### config.mk
export PLATFORM = sky130hd
export DESIGN_NAME = color_sense_ctrl
export DESIGN_NICKNAME = d
export VERILOG_FILES = /design/src/core/color_sense_pkg.sv /design/src/core/conv_timer.sv /design/src/core/threshold_filter.sv /design/src/core/color_sense_ctrl.sv
export SDC_FILE = /design/constraint.sdc
export NUM_CORES = 1
export LEC_CHECK = 0
export BUFFER_PORTS_ARGS = -buffer_cell sky130_fd_sc_hd__buf_2
export CORE_ASPECT_RATIO = 1.2
export CORE_MARGIN = 3
export CORE_UTILIZATION = 40
export CTS_CLUSTER_DIAMETER = 120
export DETAILED_ROUTE_END_ITERATION = 8
export HOLD_SLACK_MARGIN = 0.1
export PLACE_DENSITY = 0.6
export SLEW_MARGIN = 30
export SYNTH_ARGS = -nofsm -noshare
export SYNTH_HDL_FRONTEND = slang
export SYNTH_SLANG_ARGS = --single-unit
### constraint.sdc
create_clock -name core_clk_in -period 8.3 [get_ports core_clk_in]
set_clock_uncertainty 0.2 [all_clocks]
set_input_delay 0.83 -clock core_clk_in [delete_from_list [all_inputs] [get_ports core_clk_in]]
set_output_delay 0.83 -clock core_clk_in [all_outputs]
set_load 0.1 [all_outputs]
### src/core/color_sense_pkg.sv
// constants, field layouts and carrier types of the color sensor control core
// assumes a single 20 MHz core clock and a 16-bit register access port
package color_sense_pkg;

    // ------------------------------------------------------------
    // register map
    // ------------------------------------------------------------
    localparam logic [7:0] REG_HIGH_THRESHOLD = 8'h09;
    localparam logic [7:0] REG_MEAS_CONFIG = 8'h0A;

    // ------------------------------------------------------------
    // measurement_config field positions
    // ------------------------------------------------------------
    localparam int CFG_WAKE_BIT = 15;
    localparam int CFG_ZERO_BIT = 14;
    localparam int CFG_RANGE_LSB = 10;
    localparam int CFG_CTIME_LSB = 6;
    localparam int CFG_MODE_LSB = 4;
    localparam int CFG_LATCH_BIT = 3;
    localparam int CFG_POL_BIT = 2;
    localparam int CFG_FAULT_LSB = 0;

    // ------------------------------------------------------------
    // high_threshold field positions and resets
    // ------------------------------------------------------------
    localparam int THR_EXP_LSB = 12;
    localparam int THR_MANT_LSB = 0;
    localparam logic [3:0] THR_H_EXP_RST = 4'hB;
    localparam logic [11:0] THR_H_MANT_RST = 12'hFFF;

    // ------------------------------------------------------------
    // measurement_config values and resets
    // ------------------------------------------------------------
    localparam logic [15:0] CFG_RESET = 16'h3208;
    localparam logic [3:0] RANGE_AUTO = 4'hC;
    localparam logic [3:0] RANGE_MAX_FIXED = 4'h6;
    localparam logic [3:0] RANGE_MIN_FIXED = 4'h0;
    localparam logic [3:0] CTIME_MAX = 4'hB;
    localparam logic [1:0] MODE_POWER_DOWN = 2'h0;
    localparam logic [1:0] MODE_FORCED_AUTO = 2'h1;
    localparam logic [1:0] MODE_ONE_SHOT = 2'h2;
    localparam logic [1:0] MODE_CONTINUOUS = 2'h3;
    localparam logic [11:0] AUTO_DOWN_LIMIT = 12'h400;
    localparam logic [1:0] LAST_CHANNEL = 2'h3;

    // ------------------------------------------------------------
    // conversion timing
    // ------------------------------------------------------------
    localparam int unsigned CLK_PERIOD_NS = 50;
    localparam int TIMER_W = 24;

    function automatic int unsigned us_to_cycles(input int unsigned time_us);
        us_to_cycles = (time_us * 1000) / CLK_PERIOD_NS;
    endfunction : us_to_cycles

    localparam int unsigned CONV_CYCLES_DEF [0:11] = '{
        us_to_cycles(600), us_to_cycles(1000), us_to_cycles(1800), us_to_cycles(3400),
        us_to_cycles(6500), us_to_cycles(12700), us_to_cycles(25000), us_to_cycles(50000),
        us_to_cycles(100000), us_to_cycles(200000), us_to_cycles(400000),
        us_to_cycles(800000)
    };

    // ------------------------------------------------------------
    // carrier types
    // ------------------------------------------------------------
    typedef struct packed {
        logic [3:0] exponent;
        logic [11:0] mantissa;
    } threshold_s;

    typedef struct packed {
        logic fast_standby_exit;
        logic [3:0] range;
        logic [3:0] conv_time;
        logic [1:0] mode;
        logic latch;
        logic alert_pin_level;
        logic [1:0] fault_count;
    } meas_config_s;

    typedef struct packed {
        logic overload;
        logic [11:0] mantissa;
    } adc_sample_s;

    typedef struct packed {
        logic [1:0] channel;
        logic [3:0] exponent;
        logic [11:0] mantissa;
    } result_s;

    typedef enum logic [1:0] {
        SEQ_IDLE,
        SEQ_CONVERT,
        SEQ_NEXT
    } seq_state_e;

endpackage : color_sense_pkg

### src/core/conv_timer.sv
// per-channel conversion interval counter
// assumes load is not raised while a count is running
module conv_timer #(
    parameter int WIDTH = 24
) (
    // clock and reset
    input wire logic core_clk_in,
    input wire logic reset_in,
    // control
    input wire logic load_in,
    input wire logic [WIDTH-1:0] cycles_in,
    // status
    output logic done_out
);
    logic [WIDTH-1:0] remaining;
    logic running;

    always_ff @(posedge core_clk_in)
    begin
        if (reset_in)
        begin
            remaining <= '0;
            running <= 1'b0;
        end
        else if (load_in)
        begin
            remaining <= cycles_in;
            running <= 1'b1;
        end
        else if (running)
        begin
            remaining <= remaining - {{(WIDTH-1){1'b0}}, 1'b1};
            running <= (remaining > {{(WIDTH-1){1'b0}}, 1'b1});
        end
    end

    always_ff @(posedge core_clk_in)
    begin
        if (reset_in)
            done_out <= 1'b0;
        else
            done_out <= running && (remaining <= {{(WIDTH-1){1'b0}}, 1'b1}) && !load_in;
    end

endmodule : conv_timer

### src/core/threshold_filter.sv
// window comparator with consecutive-fault filter for one monitored channel
// assumes samples arrive as one-cycle strobes with exponent already attached
module threshold_filter
    import color_sense_pkg::*;
(
    // clock and reset
    input wire logic core_clk_in,
    input wire logic reset_in,
    // sample stream
    input wire logic sample_valid_in,
    input wire result_s sample_in,
    // settings
    input wire logic [1:0] compare_channel_sel_in,
    input wire threshold_s high_thr_in,
    input wire threshold_s low_thr_in,
    input wire logic [1:0] fault_count_in,
    input wire logic latch_in,
    input wire logic flag_clear_in,
    // flags
    output logic flag_h_out,
    output logic flag_l_out
);
    logic [26:0] level;
    logic [26:0] high_level;
    logic [26:0] low_level;
    logic [3:0] need;
    logic [3:0] count_h;
    logic [3:0] count_l;
    logic watched;
    logic over;
    logic under;
    logic trip_h;
    logic trip_l;

    // compare in linear units so unnormalised mantissas order correctly
    assign level = {15'h0000, sample_in.mantissa} << sample_in.exponent;
    assign high_level = {15'h0000, high_thr_in.mantissa} << high_thr_in.exponent;
    assign low_level = {15'h0000, low_thr_in.mantissa} << low_thr_in.exponent;
    assign need = 4'h1 << fault_count_in; // [RL10]
    assign watched = sample_valid_in && (sample_in.channel == compare_channel_sel_in); // [RL12]
    assign over = level > high_level; // [RL13]
    assign under = level < low_level;
    assign trip_h = watched && over && ((count_h + 4'h1) >= need);
    assign trip_l = watched && under && ((count_l + 4'h1) >= need);

    always_ff @(posedge core_clk_in)
    begin
        if (reset_in)
            count_h <= 4'h0;
        else if (watched)
            count_h <= over ? ((count_h >= need) ? count_h : count_h + 4'h1) : 4'h0; // [RL13]
    end

    always_ff @(posedge core_clk_in)
    begin
        if (reset_in)
            count_l <= 4'h0;
        else if (watched)
            count_l <= under ? ((count_l >= need) ? count_l : count_l + 4'h1) : 4'h0;
    end

    // held mode keeps a flag until cleared; a new trip beats the clear
    always_ff @(posedge core_clk_in)
    begin
        if (reset_in)
            flag_h_out <= 1'b0;
        else if (trip_h)
            flag_h_out <= 1'b1; // [RL10]
        else if (latch_in ? flag_clear_in : (watched && !over))
            flag_h_out <= 1'b0; // [RL8]
    end

    always_ff @(posedge core_clk_in)
    begin
        if (reset_in)
            flag_l_out <= 1'b0;
        else if (trip_l)
            flag_l_out <= 1'b1; // [RL10]
        else if (latch_in ? flag_clear_in : (watched && !under))
            flag_l_out <= 1'b0; // [RL8]
    end

endmodule : threshold_filter

### src/core/color_sense_ctrl.sv
// measurement control and high threshold registers of the color sensor core,
// with the conversion sequencer, range selection and alert pin driver
// assumes a register port already decoded from the serial bus, one access per cycle
//
// Functional notes
// [RL1] high threshold: exponent bits 15-12, mantissa 11-0, reset B and FFF
// [RL2] fast standby exit keeps part powered in one-shot standby only
// [RL3] host always writes zero to configuration bit 14
// [RL4] range field 13-10: codes 0-6 fixed ranges, 12 auto, reset auto
// [RL5] fixed range code equals the exponent of results
// [RL6] conversion time field 9-6: codes 0-11 from 600 us to 800 ms, reset 8
// [RL7] mode field 5-4: power-down, forced auto one-shot, one-shot, continuous
// [RL8] bit 3 picks held or non-held threshold reporting, reset 1
// [RL9] bit 2 sets alert pin level: 0 active low, 1 active high
// [RL10] fault field 1-0 needs 1, 2, 4 or 8 consecutive faults
// [RL11] configuration register at 0xA resets to 0x3208
// [RL12] two-bit select picks which channel the threshold logic watches
// [RL13] fault when selected result exceeds high threshold; non-fault clears count
module color_sense_ctrl
    import color_sense_pkg::*;
#(
    parameter int unsigned CONV_CYCLES [0:11] = CONV_CYCLES_DEF
) (
    // clock and reset
    input wire logic core_clk_in,
    input wire logic reset_in,
    // register port
    input wire logic [7:0] reg_addr_in,
    input wire logic reg_write_in,
    input wire logic [15:0] reg_wdata_in,
    input wire logic reg_read_in,
    output logic [15:0] reg_rdata_out,
    output logic reg_rvalid_out,
    // settings owned by neighbouring registers
    input wire logic [1:0] compare_channel_sel_in,
    input color_sense_pkg::threshold_s low_thr_in,
    input wire logic flag_clear_in,
    // analog front end
    input color_sense_pkg::adc_sample_s adc_sample_in,
    output logic [1:0] adc_channel_out,
    output logic [3:0] range_out,
    output logic core_power_out,
    output logic keep_alive_out,
    // results and flags
    output color_sense_pkg::result_s result_out,
    output logic result_valid_out,
    output logic flag_h_out,
    output logic flag_l_out,
    // alert pin
    output logic alert_out
);
    import color_sense_pkg::*;

    // ------
    // register state
    // ------
    threshold_s high_thr;
    meas_config_s cfg;
    logic wr_thr;
    logic wr_cfg;
    logic [1:0] wr_mode;

    assign wr_thr = reg_write_in && (reg_addr_in == REG_HIGH_THRESHOLD);
    assign wr_cfg = reg_write_in && (reg_addr_in == REG_MEAS_CONFIG);
    assign wr_mode = reg_wdata_in[CFG_MODE_LSB +: 2];

    always_ff @(posedge core_clk_in)
    begin
        if (reset_in)
        begin
            high_thr.exponent <= THR_H_EXP_RST; // [RL1]
            high_thr.mantissa <= THR_H_MANT_RST; // [RL1]
        end
        else if (wr_thr)
        begin
            high_thr.exponent <= reg_wdata_in[THR_EXP_LSB +: 4]; // [RL1]
            high_thr.mantissa <= reg_wdata_in[THR_MANT_LSB +: 12]; // [RL1]
        end
    end

    // ------
    // sequencer signals
    // ------
    seq_state_e state;
    seq_state_e next_state;
    logic [1:0] channel;
    logic timer_load;
    logic timer_done;
    logic [TIMER_W-1:0] conv_len;
    logic [3:0] ctime_code;
    logic burst_end;
    logic one_shot_end;
    logic auto_active;
    logic [3:0] auto_range;
    logic [3:0] active_range;
    logic forced_run;
    logic last_was_one_shot;

    assign burst_end = (state == SEQ_CONVERT) && timer_done && (channel == LAST_CHANNEL);
    assign one_shot_end = burst_end && (cfg.mode != MODE_CONTINUOUS);

    // a finished one-shot drops the mode to power-down; a write in that cycle wins
    always_ff @(posedge core_clk_in)
    begin
        if (reset_in)
            cfg <= {CFG_RESET[CFG_WAKE_BIT], CFG_RESET[13:0]}; // [RL11]
        else if (wr_cfg)
        begin
            cfg.fast_standby_exit <= reg_wdata_in[CFG_WAKE_BIT]; // [RL2]
            cfg.range <= reg_wdata_in[CFG_RANGE_LSB +: 4]; // [RL4]
            cfg.conv_time <= reg_wdata_in[CFG_CTIME_LSB +: 4]; // [RL6]
            cfg.mode <= wr_mode; // [RL7]
            cfg.latch <= reg_wdata_in[CFG_LATCH_BIT]; // [RL8]
            cfg.alert_pin_level <= reg_wdata_in[CFG_POL_BIT]; // [RL9]
            cfg.fault_count <= reg_wdata_in[CFG_FAULT_LSB +: 2]; // [RL10]
        end
        else if (one_shot_end)
            cfg.mode <= MODE_POWER_DOWN; // [RL7]
    end

    // ------
    // register read-back
    // ------
    // bit 14 is write-only and always reads zero; host keeps it zero [RL3]
    always_ff @(posedge core_clk_in)
    begin
        if (reset_in)
            reg_rdata_out <= 16'h0000;
        else if (reg_read_in)
        begin
            case (reg_addr_in)
                REG_HIGH_THRESHOLD: reg_rdata_out <= high_thr; // [RL1]
                REG_MEAS_CONFIG: reg_rdata_out <= {cfg.fast_standby_exit, 1'b0, cfg.range,
                    cfg.conv_time, cfg.mode, cfg.latch, cfg.alert_pin_level,
                    cfg.fault_count}; // [RL11]
                default: reg_rdata_out <= 16'h0000;
            endcase
        end
    end

    always_ff @(posedge core_clk_in)
    begin
        if (reset_in)
            reg_rvalid_out <= 1'b0;
        else
            reg_rvalid_out <= reg_read_in;
    end

    // ------
    // conversion sequencer
    // ------
    // unused time codes fall back to the longest interval
    assign ctime_code = (cfg.conv_time > CTIME_MAX) ? CTIME_MAX : cfg.conv_time;
    assign conv_len = TIMER_W'(CONV_CYCLES[ctime_code]); // [RL6]
    assign timer_load = (next_state == SEQ_CONVERT) && (state != SEQ_CONVERT);

    always_comb
    begin
        next_state = state;
        case (state)
            SEQ_IDLE:
                if (cfg.mode != MODE_POWER_DOWN)
                    next_state = SEQ_CONVERT; // [RL7]
            SEQ_CONVERT:
                if (timer_done)
                    next_state = burst_end ? SEQ_IDLE : SEQ_NEXT;
            SEQ_NEXT:
                next_state = (cfg.mode == MODE_POWER_DOWN) ? SEQ_IDLE : SEQ_CONVERT;
            default:
                next_state = SEQ_IDLE;
        endcase
    end

    always_ff @(posedge core_clk_in)
    begin
        if (reset_in)
            state <= SEQ_IDLE;
        else
            state <= next_state;
    end

    always_ff @(posedge core_clk_in)
    begin
        if (reset_in)
            channel <= 2'h0;
        else if (state == SEQ_CONVERT && timer_done)
            channel <= channel + 2'h1;
        else if (state == SEQ_IDLE)
            channel <= 2'h0;
    end

    conv_timer #(
        .WIDTH(TIMER_W)
    ) u_conv_timer (
        .core_clk_in(core_clk_in),
        .reset_in(reset_in),
        .load_in(timer_load),
        .cycles_in(conv_len),
        .done_out(timer_done)
    );

    // ------
    // range selection
    // ------
    assign auto_active = (cfg.range == RANGE_AUTO) || forced_run; // [RL4]
    assign active_range = auto_active ? auto_range : cfg.range;

    always_ff @(posedge core_clk_in)
    begin
        if (reset_in)
            forced_run <= 1'b0;
        else if (state == SEQ_IDLE)
            forced_run <= (cfg.mode == MODE_FORCED_AUTO); // [RL7]
    end

    // forced runs restart the search from the widest range
    always_ff @(posedge core_clk_in)
    begin
        if (reset_in)
            auto_range <= RANGE_MAX_FIXED;
        else if (state == SEQ_IDLE && cfg.mode == MODE_FORCED_AUTO)
            auto_range <= RANGE_MAX_FIXED;
        else if (state == SEQ_CONVERT && timer_done && auto_active)
        begin
            if (adc_sample_in.overload && auto_range < RANGE_MAX_FIXED)
                auto_range <= auto_range + 4'h1;
            else if (!adc_sample_in.overload && adc_sample_in.mantissa < AUTO_DOWN_LIMIT
                     && auto_range > RANGE_MIN_FIXED)
                auto_range <= auto_range - 4'h1;
        end
    end

    // ------
    // results
    // ------
    always_ff @(posedge core_clk_in)
    begin
        if (reset_in)
        begin
            result_out <= '0;
            result_valid_out <= 1'b0;
        end
        else
        begin
            result_valid_out <= (state == SEQ_CONVERT) && timer_done;
            if (state == SEQ_CONVERT && timer_done)
            begin
                result_out.channel <= channel;
                result_out.exponent <= active_range; // [RL5]
                result_out.mantissa <= adc_sample_in.mantissa;
            end
        end
    end

    always_ff @(posedge core_clk_in)
    begin
        if (reset_in)
        begin
            adc_channel_out <= 2'h0;
            range_out <= RANGE_MAX_FIXED;
        end
        else
        begin
            adc_channel_out <= channel;
            range_out <= (active_range > RANGE_MAX_FIXED) ? RANGE_MAX_FIXED : active_range;
        end
    end

    // ------
    // power control
    // ------
    always_ff @(posedge core_clk_in)
    begin
        if (reset_in)
            last_was_one_shot <= 1'b0;
        else if (cfg.mode == MODE_CONTINUOUS || cfg.mode == MODE_POWER_DOWN && !one_shot_end
                 && state == SEQ_IDLE && wr_cfg)
            last_was_one_shot <= 1'b0;
        else if (cfg.mode == MODE_ONE_SHOT || cfg.mode == MODE_FORCED_AUTO)
            last_was_one_shot <= 1'b1;
    end

    // partial power trades standby current for a faster next one-shot
    always_ff @(posedge core_clk_in)
    begin
        if (reset_in)
        begin
            core_power_out <= 1'b0;
            keep_alive_out <= 1'b0;
        end
        else
        begin
            core_power_out <= (next_state != SEQ_IDLE);
            keep_alive_out <= (next_state != SEQ_IDLE)
                || (cfg.fast_standby_exit && last_was_one_shot); // [RL2]
        end
    end

    // ------
    // threshold detection and alert pin
    // ------
    logic flag_h;
    logic flag_l;

    threshold_filter u_threshold_filter (
        .core_clk_in(core_clk_in),
        .reset_in(reset_in),
        .sample_valid_in(result_valid_out),
        .sample_in(result_out),
        .compare_channel_sel_in(compare_channel_sel_in),
        .high_thr_in(high_thr),
        .low_thr_in(low_thr_in),
        .fault_count_in(cfg.fault_count),
        .latch_in(cfg.latch),
        .flag_clear_in(flag_clear_in),
        .flag_h_out(flag_h),
        .flag_l_out(flag_l)
    );

    always_ff @(posedge core_clk_in)
    begin
        if (reset_in)
        begin
            flag_h_out <= 1'b0;
            flag_l_out <= 1'b0;
            alert_out <= 1'b1;
        end
        else
        begin
            flag_h_out <= flag_h;
            flag_l_out <= flag_l;
            alert_out <= cfg.alert_pin_level ? (flag_h | flag_l) : ~(flag_h | flag_l); // [RL9]
        end
    end

endmodule : color_sense_ctrl

==> impl_results.md, run 1 <==
- Outcome: complete, no violations
- Worst skew pair latency: 0.42 ns
- Synthesis-to-finish area growth: 14.2%
- CP endpoint kind: flop
- Worst Hold Class: reg2reg
- Wire length per cell: roughly 17 um
- Longest Clk Path Bufs: 2
- Vias in the first global route: 7611
- Period utilisation layout: 0.550
- Total track usage: 0.200
- Detailed router's first-iteration violation count: between 400 and 500
- Fin. Hold Viols: 0
- Post-CTS resize count: 0
- Yosys Warn Count: 0
- Cell accounting for the most synthesized area: dfxtp_1
- Syn_nets: between 1000 and 1500
- CTS Buf Count: 17
- Tightest Pin Transition: roughly 0.97 ns
- Rel. slew slack: 0.350
- Leakage power: ~4.4 nW
- Crit path DAT: 4.70 ns
- Initial antenna violation count: 0
- Net count, final: around 1300
- Max_cap viols: 0
- Top cell type's share of synthesized area: 0.277
- Root Buffer Master: clkbuf_16
- Critical Path Fanout Max: 19
- RSZ-0062 raised after global routing: false
- Total wire length: 24.6 mm
- Hpwl dp: about 18 mm
- Synth Register Bits: about 120
- # setup viols final: 0
- Cell area power density: roughly 150 mW/mm^2
- Pin count of the biggest net entering global routing: approximately 110
- Worst EP required: roughly 8.4 ns
- Avg Vias per Cell: between 5 and 6
- Final GP Congestion: roughly 0.89
- Antenna-violating nets left: 0
- Share of layout cells above drive strength 1: 0.157
- Global route overflow: 0
- Top post-synthesis cells by area: dfxtp_1 (28%), ha_1 (12%), mux2i_1 (7.5%)
- Clock Pin Slew Worst Setup and Hold Paths: 0.06 ns
- # hold bufs at CTS: 0
- Number of synthesized flops with an enable pin: 0
- Fillers: between 2000 and 2500
- Yosys cell types: between 60 and 70
- Synthesized area: 0.00895 sq mm
- Die Y: between 150 and 200 um
- Setup TNS: 0 ns
- Residual DRC count: 0
- Max IR drop VDD: 0.141 mV
- Min Tclk post-route: ~4.6 ns
- Power, Total: 1.51 mW
- Setup CP Type: reg2reg
- First-pass GRT wire length: roughly 40 mm
- # port buffers: ~110
- Pre-antenna DRT Iters: 5
- Initial Util: 0.410
- Critical path launch point type: flop
- Number of top-level pins: 107
- # Post-CTS Setup Buffers: 0
- Die X: around 140 um
- FP Rows: between 50 and 60
- Die ar.: 0.0242 sq mm
- Cells after Synth: between 1000 and 1500
- Register area share after synthesis: 0.277
- Fin. max-slew vios: 0
- Post-synth top cells: nand2_1 (175), dfxtp_1 (124), a21oi_1 (102)
- Htree depth: 4
- Avg Cell Area, Syn: between 7 and 8 sq um
- Fmax: roughly 220 MHz
- Most frequent cell after synthesis: nand2_1
- Clock sinks: approximately 120
- Vias: 8152
- Number of diodes: 0
- Core ar.: about 0.022 sq mm
- Async SR Flop Fraction: 0
- CTS tree: built
- Ys flop type: dfxtp_1
## critical path: stages (launching register included)
cell and delay, ns:
dfxtp_1 0.77, mux2_2 0.40, o21ai_0 0.35, o21ai_0 0.17, nand2_1 0.09, o21ai_0 0.17
ha_1 0.38, a2111oi_0 0.38, o21ai_0 0.16, a31oi_1 0.20, nor2_1 0.06, or4_4 0.56
or4_1 0.49, o21ai_0 0.10
## stage by stage
step / instance area [sq um] / setup WS [ns] / utilization / hold WS [ns] / cells
after floorplan: 8950 / 3.55 / - / 0.229 / 1135
after global routing: 10200 / 3.44 / 0.468 / 0.294 / 1483
after global placement: 9600 / 3.72 / 0.439 / 0.260 / 1451
final: 10200 / 3.73 / 0.468 / 0.268 / 1483
after detailed placement: 9600 / 3.68 / 0.439 / 0.263 / 1451
after CTS: 10200 / 3.78 / 0.467 / 0.276 / 1483
## flip-flops by register name, indices dropped and copies added (netlist names), 4 cells and up
name,flops
u_conv_timer.remaining,24
result_out,18
high_thr,16
reg_rdata_out,16
cfg,15
auto_range,4
range_out,4
u_threshold_filter.count_h,4
u_threshold_filter.count_l,4
## path summary, 6_finish.rpt
check | from | end | slack [ns] | cells after the start
setup / recovery | result_out[13] | u_threshold_filter.count_l[2] | 3.73 | 13
hold / removal | reg_rdata_out[14] | reg_rdata_out[14] | 0.27 | 2
setup reg to reg | result_out[13] | u_threshold_filter.count_l[2] | 3.73 | 13
hold reg to reg | reg_rdata_out[14] | reg_rdata_out[14] | 0.27 | 2
## where the power goes
part | internal (mW) | total (mW) | leakage [nW] | switching (mW)
Clock | 0.484 | 0.771 | 0.299 | 0.287
Sequential | 0.600 | 0.603 | 1.00 | 0.00313
Combinational | 0.0452 | 0.134 | 3.07 | 0.0890
Total | 1.13 | 1.51 | 4.37 | 0.379
## cells by family (layout without fill, tap and decap cells)
logic type                 count (synthesis)  in the layout  synth area share
and+or+nand+nor                          457            457             0.248
AOI/OAI and AO/OA                        266            266             0.185
DFF                                      124            124             0.277
buffers and inverters                     89            163            0.0394
adders and majority gates                 86             86             0.121
muxes                                     86             86             0.104
xor gates and xnor gates                  26             26            0.0254
other                                      1              1          0.000419
## layout by cell type (no fill, tap or decap), types with 21 or more instances in the layout
| cell | instances |
|---|---|
| nand2_1 | 175 |
| dfxtp_1 | 124 |
| buf_2 | 105 |
| a21oi_1 | 102 |
| nor2_1 | 98 |
| ha_1 | 84 |
| mux2i_1 | 67 |
| o21ai_0 | 45 |
| a211oi_1 | 36 |
| nand3b_1 | 28 |
| nor3_1 | 25 |
| nor2b_1 | 24 |
| nand3_1 | 21 |
## layout make-up
class,instances,area (sq um),area share
tap,274,343,0.0335
clock inverter,12,161,0.0158
inverter,20,75.1,0.00735
timing repair buffer,111,574,0.0562
sequential,124,2480,0.243
clock buffer,20,447,0.0437
multi-input combinational,922,6140,0.600
## routing by layer
| layer | vias to the layer above | global-route usage | wire, um |
|---|---|---|---|
| met3 | 37 | 0.0309 | 646 |
| met1 | 3784 | 0.246 | 10700 |
| li1 | 4190 | - | - |
| met2 | 141 | 0.356 | 12700 |
| met5 | - | 0 | 0 |
| met4 | 0 | 0.0657 | 497 |
(Power assumes the default switching activity.)
==> run 2, diff against run 1 <==
clock period = 4.21 ns   (was 8.3 ns; I/O delays follow)
==> run 2 against run 1 <==
  * Global-route usage is 0.72 points higher
  * Hold slack got worse by 0.0016 ns
  * Register-to-register slack got worse by 3.5 ns
  * Wire length rose by 2.6%
  * Critical path depth grew 1
  * Critical path type unchanged
  * Highest routed layer unchanged
==> impl_results.md, run 2 (synthesis gave the netlist of run 1 again) <==
- Outcome: complete, no violations
- Commonest non-fill, non-tap cell in the layout: nand2_1
- CTS Buf Count: 17
- Period utilisation layout: 0.952
- Fin. Hold Viols: 0
- Tightest Pin Transition: 0.961 ns
- Residual DRC count: 0
- # setup viols final: 0
- Largest regs: u_conv_timer.remaining x24, result_out x18
- Rel. slew slack: 0.359
- Initial Util: 0.410
- Clock Pin Slew Worst Setup and Hold Paths: 0.06 ns
- Die ar.: roughly 0.024 sq mm
- Logic pwr share: 0.103
- Setup CP Type: reg2reg
- Die X: approximately 140 um
- Min Tclk post-route: 4.01 ns
- Flop pwr share: 0.420
- RSZ-0062 raised after global routing: false
- Internal: between 2 and 2.5 mW
- Fin. max-slew vios: 0
- Final design instance area without fill: roughly 0.011 sq mm
- Antenna-violating nets left: 0
- Pre-antenna DRT Iters: 5
- Fmax: between 200 and 250 MHz
- Final GP Congestion: 0.908
- CP startpoint: result_out[13]
- Root Buffer Master: clkbuf_16
- Met1 Usage GRT: 0.250
- Vias: 8343
- Synthesis-to-finish area growth: 18.2%
- Longest Clk Path Bufs: 2
- Initial antenna violation count: 0
- FF/Latch Area: ~0.0025 sq mm
- Global route overflow: 0
- Multi-input logic area: 0.00614 sq mm
- Top reg by flops: u_conv_timer.remaining
- Core ar.: approximately 0.022 sq mm
- Htree depth: 4
- M3 GR Usage: 0.0275
- Setup TNS: 0 ns
- Leakage power: between 4 and 5 nW
- Worst Hold Class: in2reg
- Net count, final: between 1000 and 1500
- Hold Startpoint: reset_in
- Wire length per cell: 16.5 um
- Reg2reg start: result_out[13]
- Net Sw Power: around 0.77 mW
- Critical Path Fanout Max: 16
- Number of diodes: 0
- Worst EP required: 4.35 ns
- Die Y: 170 um
- Share of layout cells above drive strength 1: 0.171
- CP endpoint kind: flop
- Total track usage: 0.207
- Clock sinks: ~120
- Vias in the first global route: 8143
- CTS tree: built
- Fillers: 2150
- Most frequent cells in the layout: nand2_1 (175), dfxtp_1 (121), buf_2 (105)
- Cell area power density: roughly 270 mW/mm^2
- Largest register FFs: 24
- Number of top-level pins: between 100 and 150
- Crit path DAT: about 4.2 ns
- Setup ws final: ~0.2 ns
- Critical path launch point type: flop
- Pin count of the biggest net entering global routing: 51
- # port buffers: between 100 and 150
- Clock Power Share: 0.477
- Detailed router's first-iteration violation count: 389
- Met2 Use GR: 0.373
- Worst skew pair latency: 0.42 ns
- FP Rows: 59
- Max IR drop VDD: about 0.28 mV
- Max_cap viols: 0
- Most Used Layer, Global Route: met2
- First-pass GRT wire length: approximately 40 mm
- Hpwl dp: about 19 mm
- Area post-placement: about 0.0097 sq mm
- Sw frac: 0.274
- Total wire length: about 25 mm
- Avg Vias per Cell: 5.45
- DP Worst Slack: between 0.015 and 0.02 ns
run 2: worst max-delay path, stage by stage, from the launching register on:
cell and delay (ns):
dfxtp_4 0.47, mux2i_1 0.28, mux2i_1 0.18, nand2_1 0.10, o21ai_0 0.10, nand2_1 0.08
o21ai_0 0.18, ha_1 0.38, a2111oi_1 0.43, o21ai_0 0.15, a31oi_1 0.18, nor2_1 0.07
or4_4 0.56, or4b_1 0.51, o21ai_0 0.08
run 2: final timing paths:
path / to / cells after the start / slack, ns
max: u_threshold_filter.count_l[1] / 14 / 0.20
min reg2reg: reg_rdata_out[14] / 2 / 0.28
min: u_conv_timer.running / 2 / 0.27
max reg2reg: u_threshold_filter.count_l[1] / 14 / 0.20
run 2: metrics by stage:
stage	hold slack (ns)	power [mW]	instances	util
after floorplan	0.229	1.41	1135	-
after global placement	0.263	1.48	1467	0.445
after detailed placement	0.268	1.48	1467	0.445
after CTS	0.250	2.86	1527	0.483
after global routing	0.300	2.93	1530	0.484
final	0.267	2.83	1530	0.484
run 2: final cells by class:
| type | instances | area share |
|---|---|---|
| tap | 274 | 0.0324 |
| sequential | 124 | 0.235 |
| clock inverter | 15 | 0.0105 |
| multi-input combinational | 922 | 0.580 |
| clock buffer | 17 | 0.0402 |
| timing repair buffer | 158 | 0.0939 |
| inverter | 20 | 0.00710 |
run 2: metal layers:
| metal | vias to the layer above | wire, um |
|---|---|---|
| li1 | 4289 | - |
| met4 | 0 | 682 |
| met5 | - | 0 |
| met3 | 46 | 611 |
| met1 | 3885 | 10800 |
| met2 | 123 | 13100 |
run 2: what timing repair did:
action	in CTS	in global routing
setup buffers	0	3
setup endpoints to repair	0	4
resized for setup	0	7
endpoints found under the hold margin	43	0
hold buffers	28	0
run 2: power groups by stage:
stage | clock (mW) | sequential (mW) | combinational, mW
2_1_floorplan | 0 | 1.27 | 0.135
3_3_place_gp | 0 | 1.21 | 0.269
3_5_place_dp | 0 | 1.21 | 0.269
4_1_cts | 1.38 | 1.19 | 0.291
5_1_grt | 1.43 | 1.19 | 0.317
6_report | 1.35 | 1.19 | 0.291
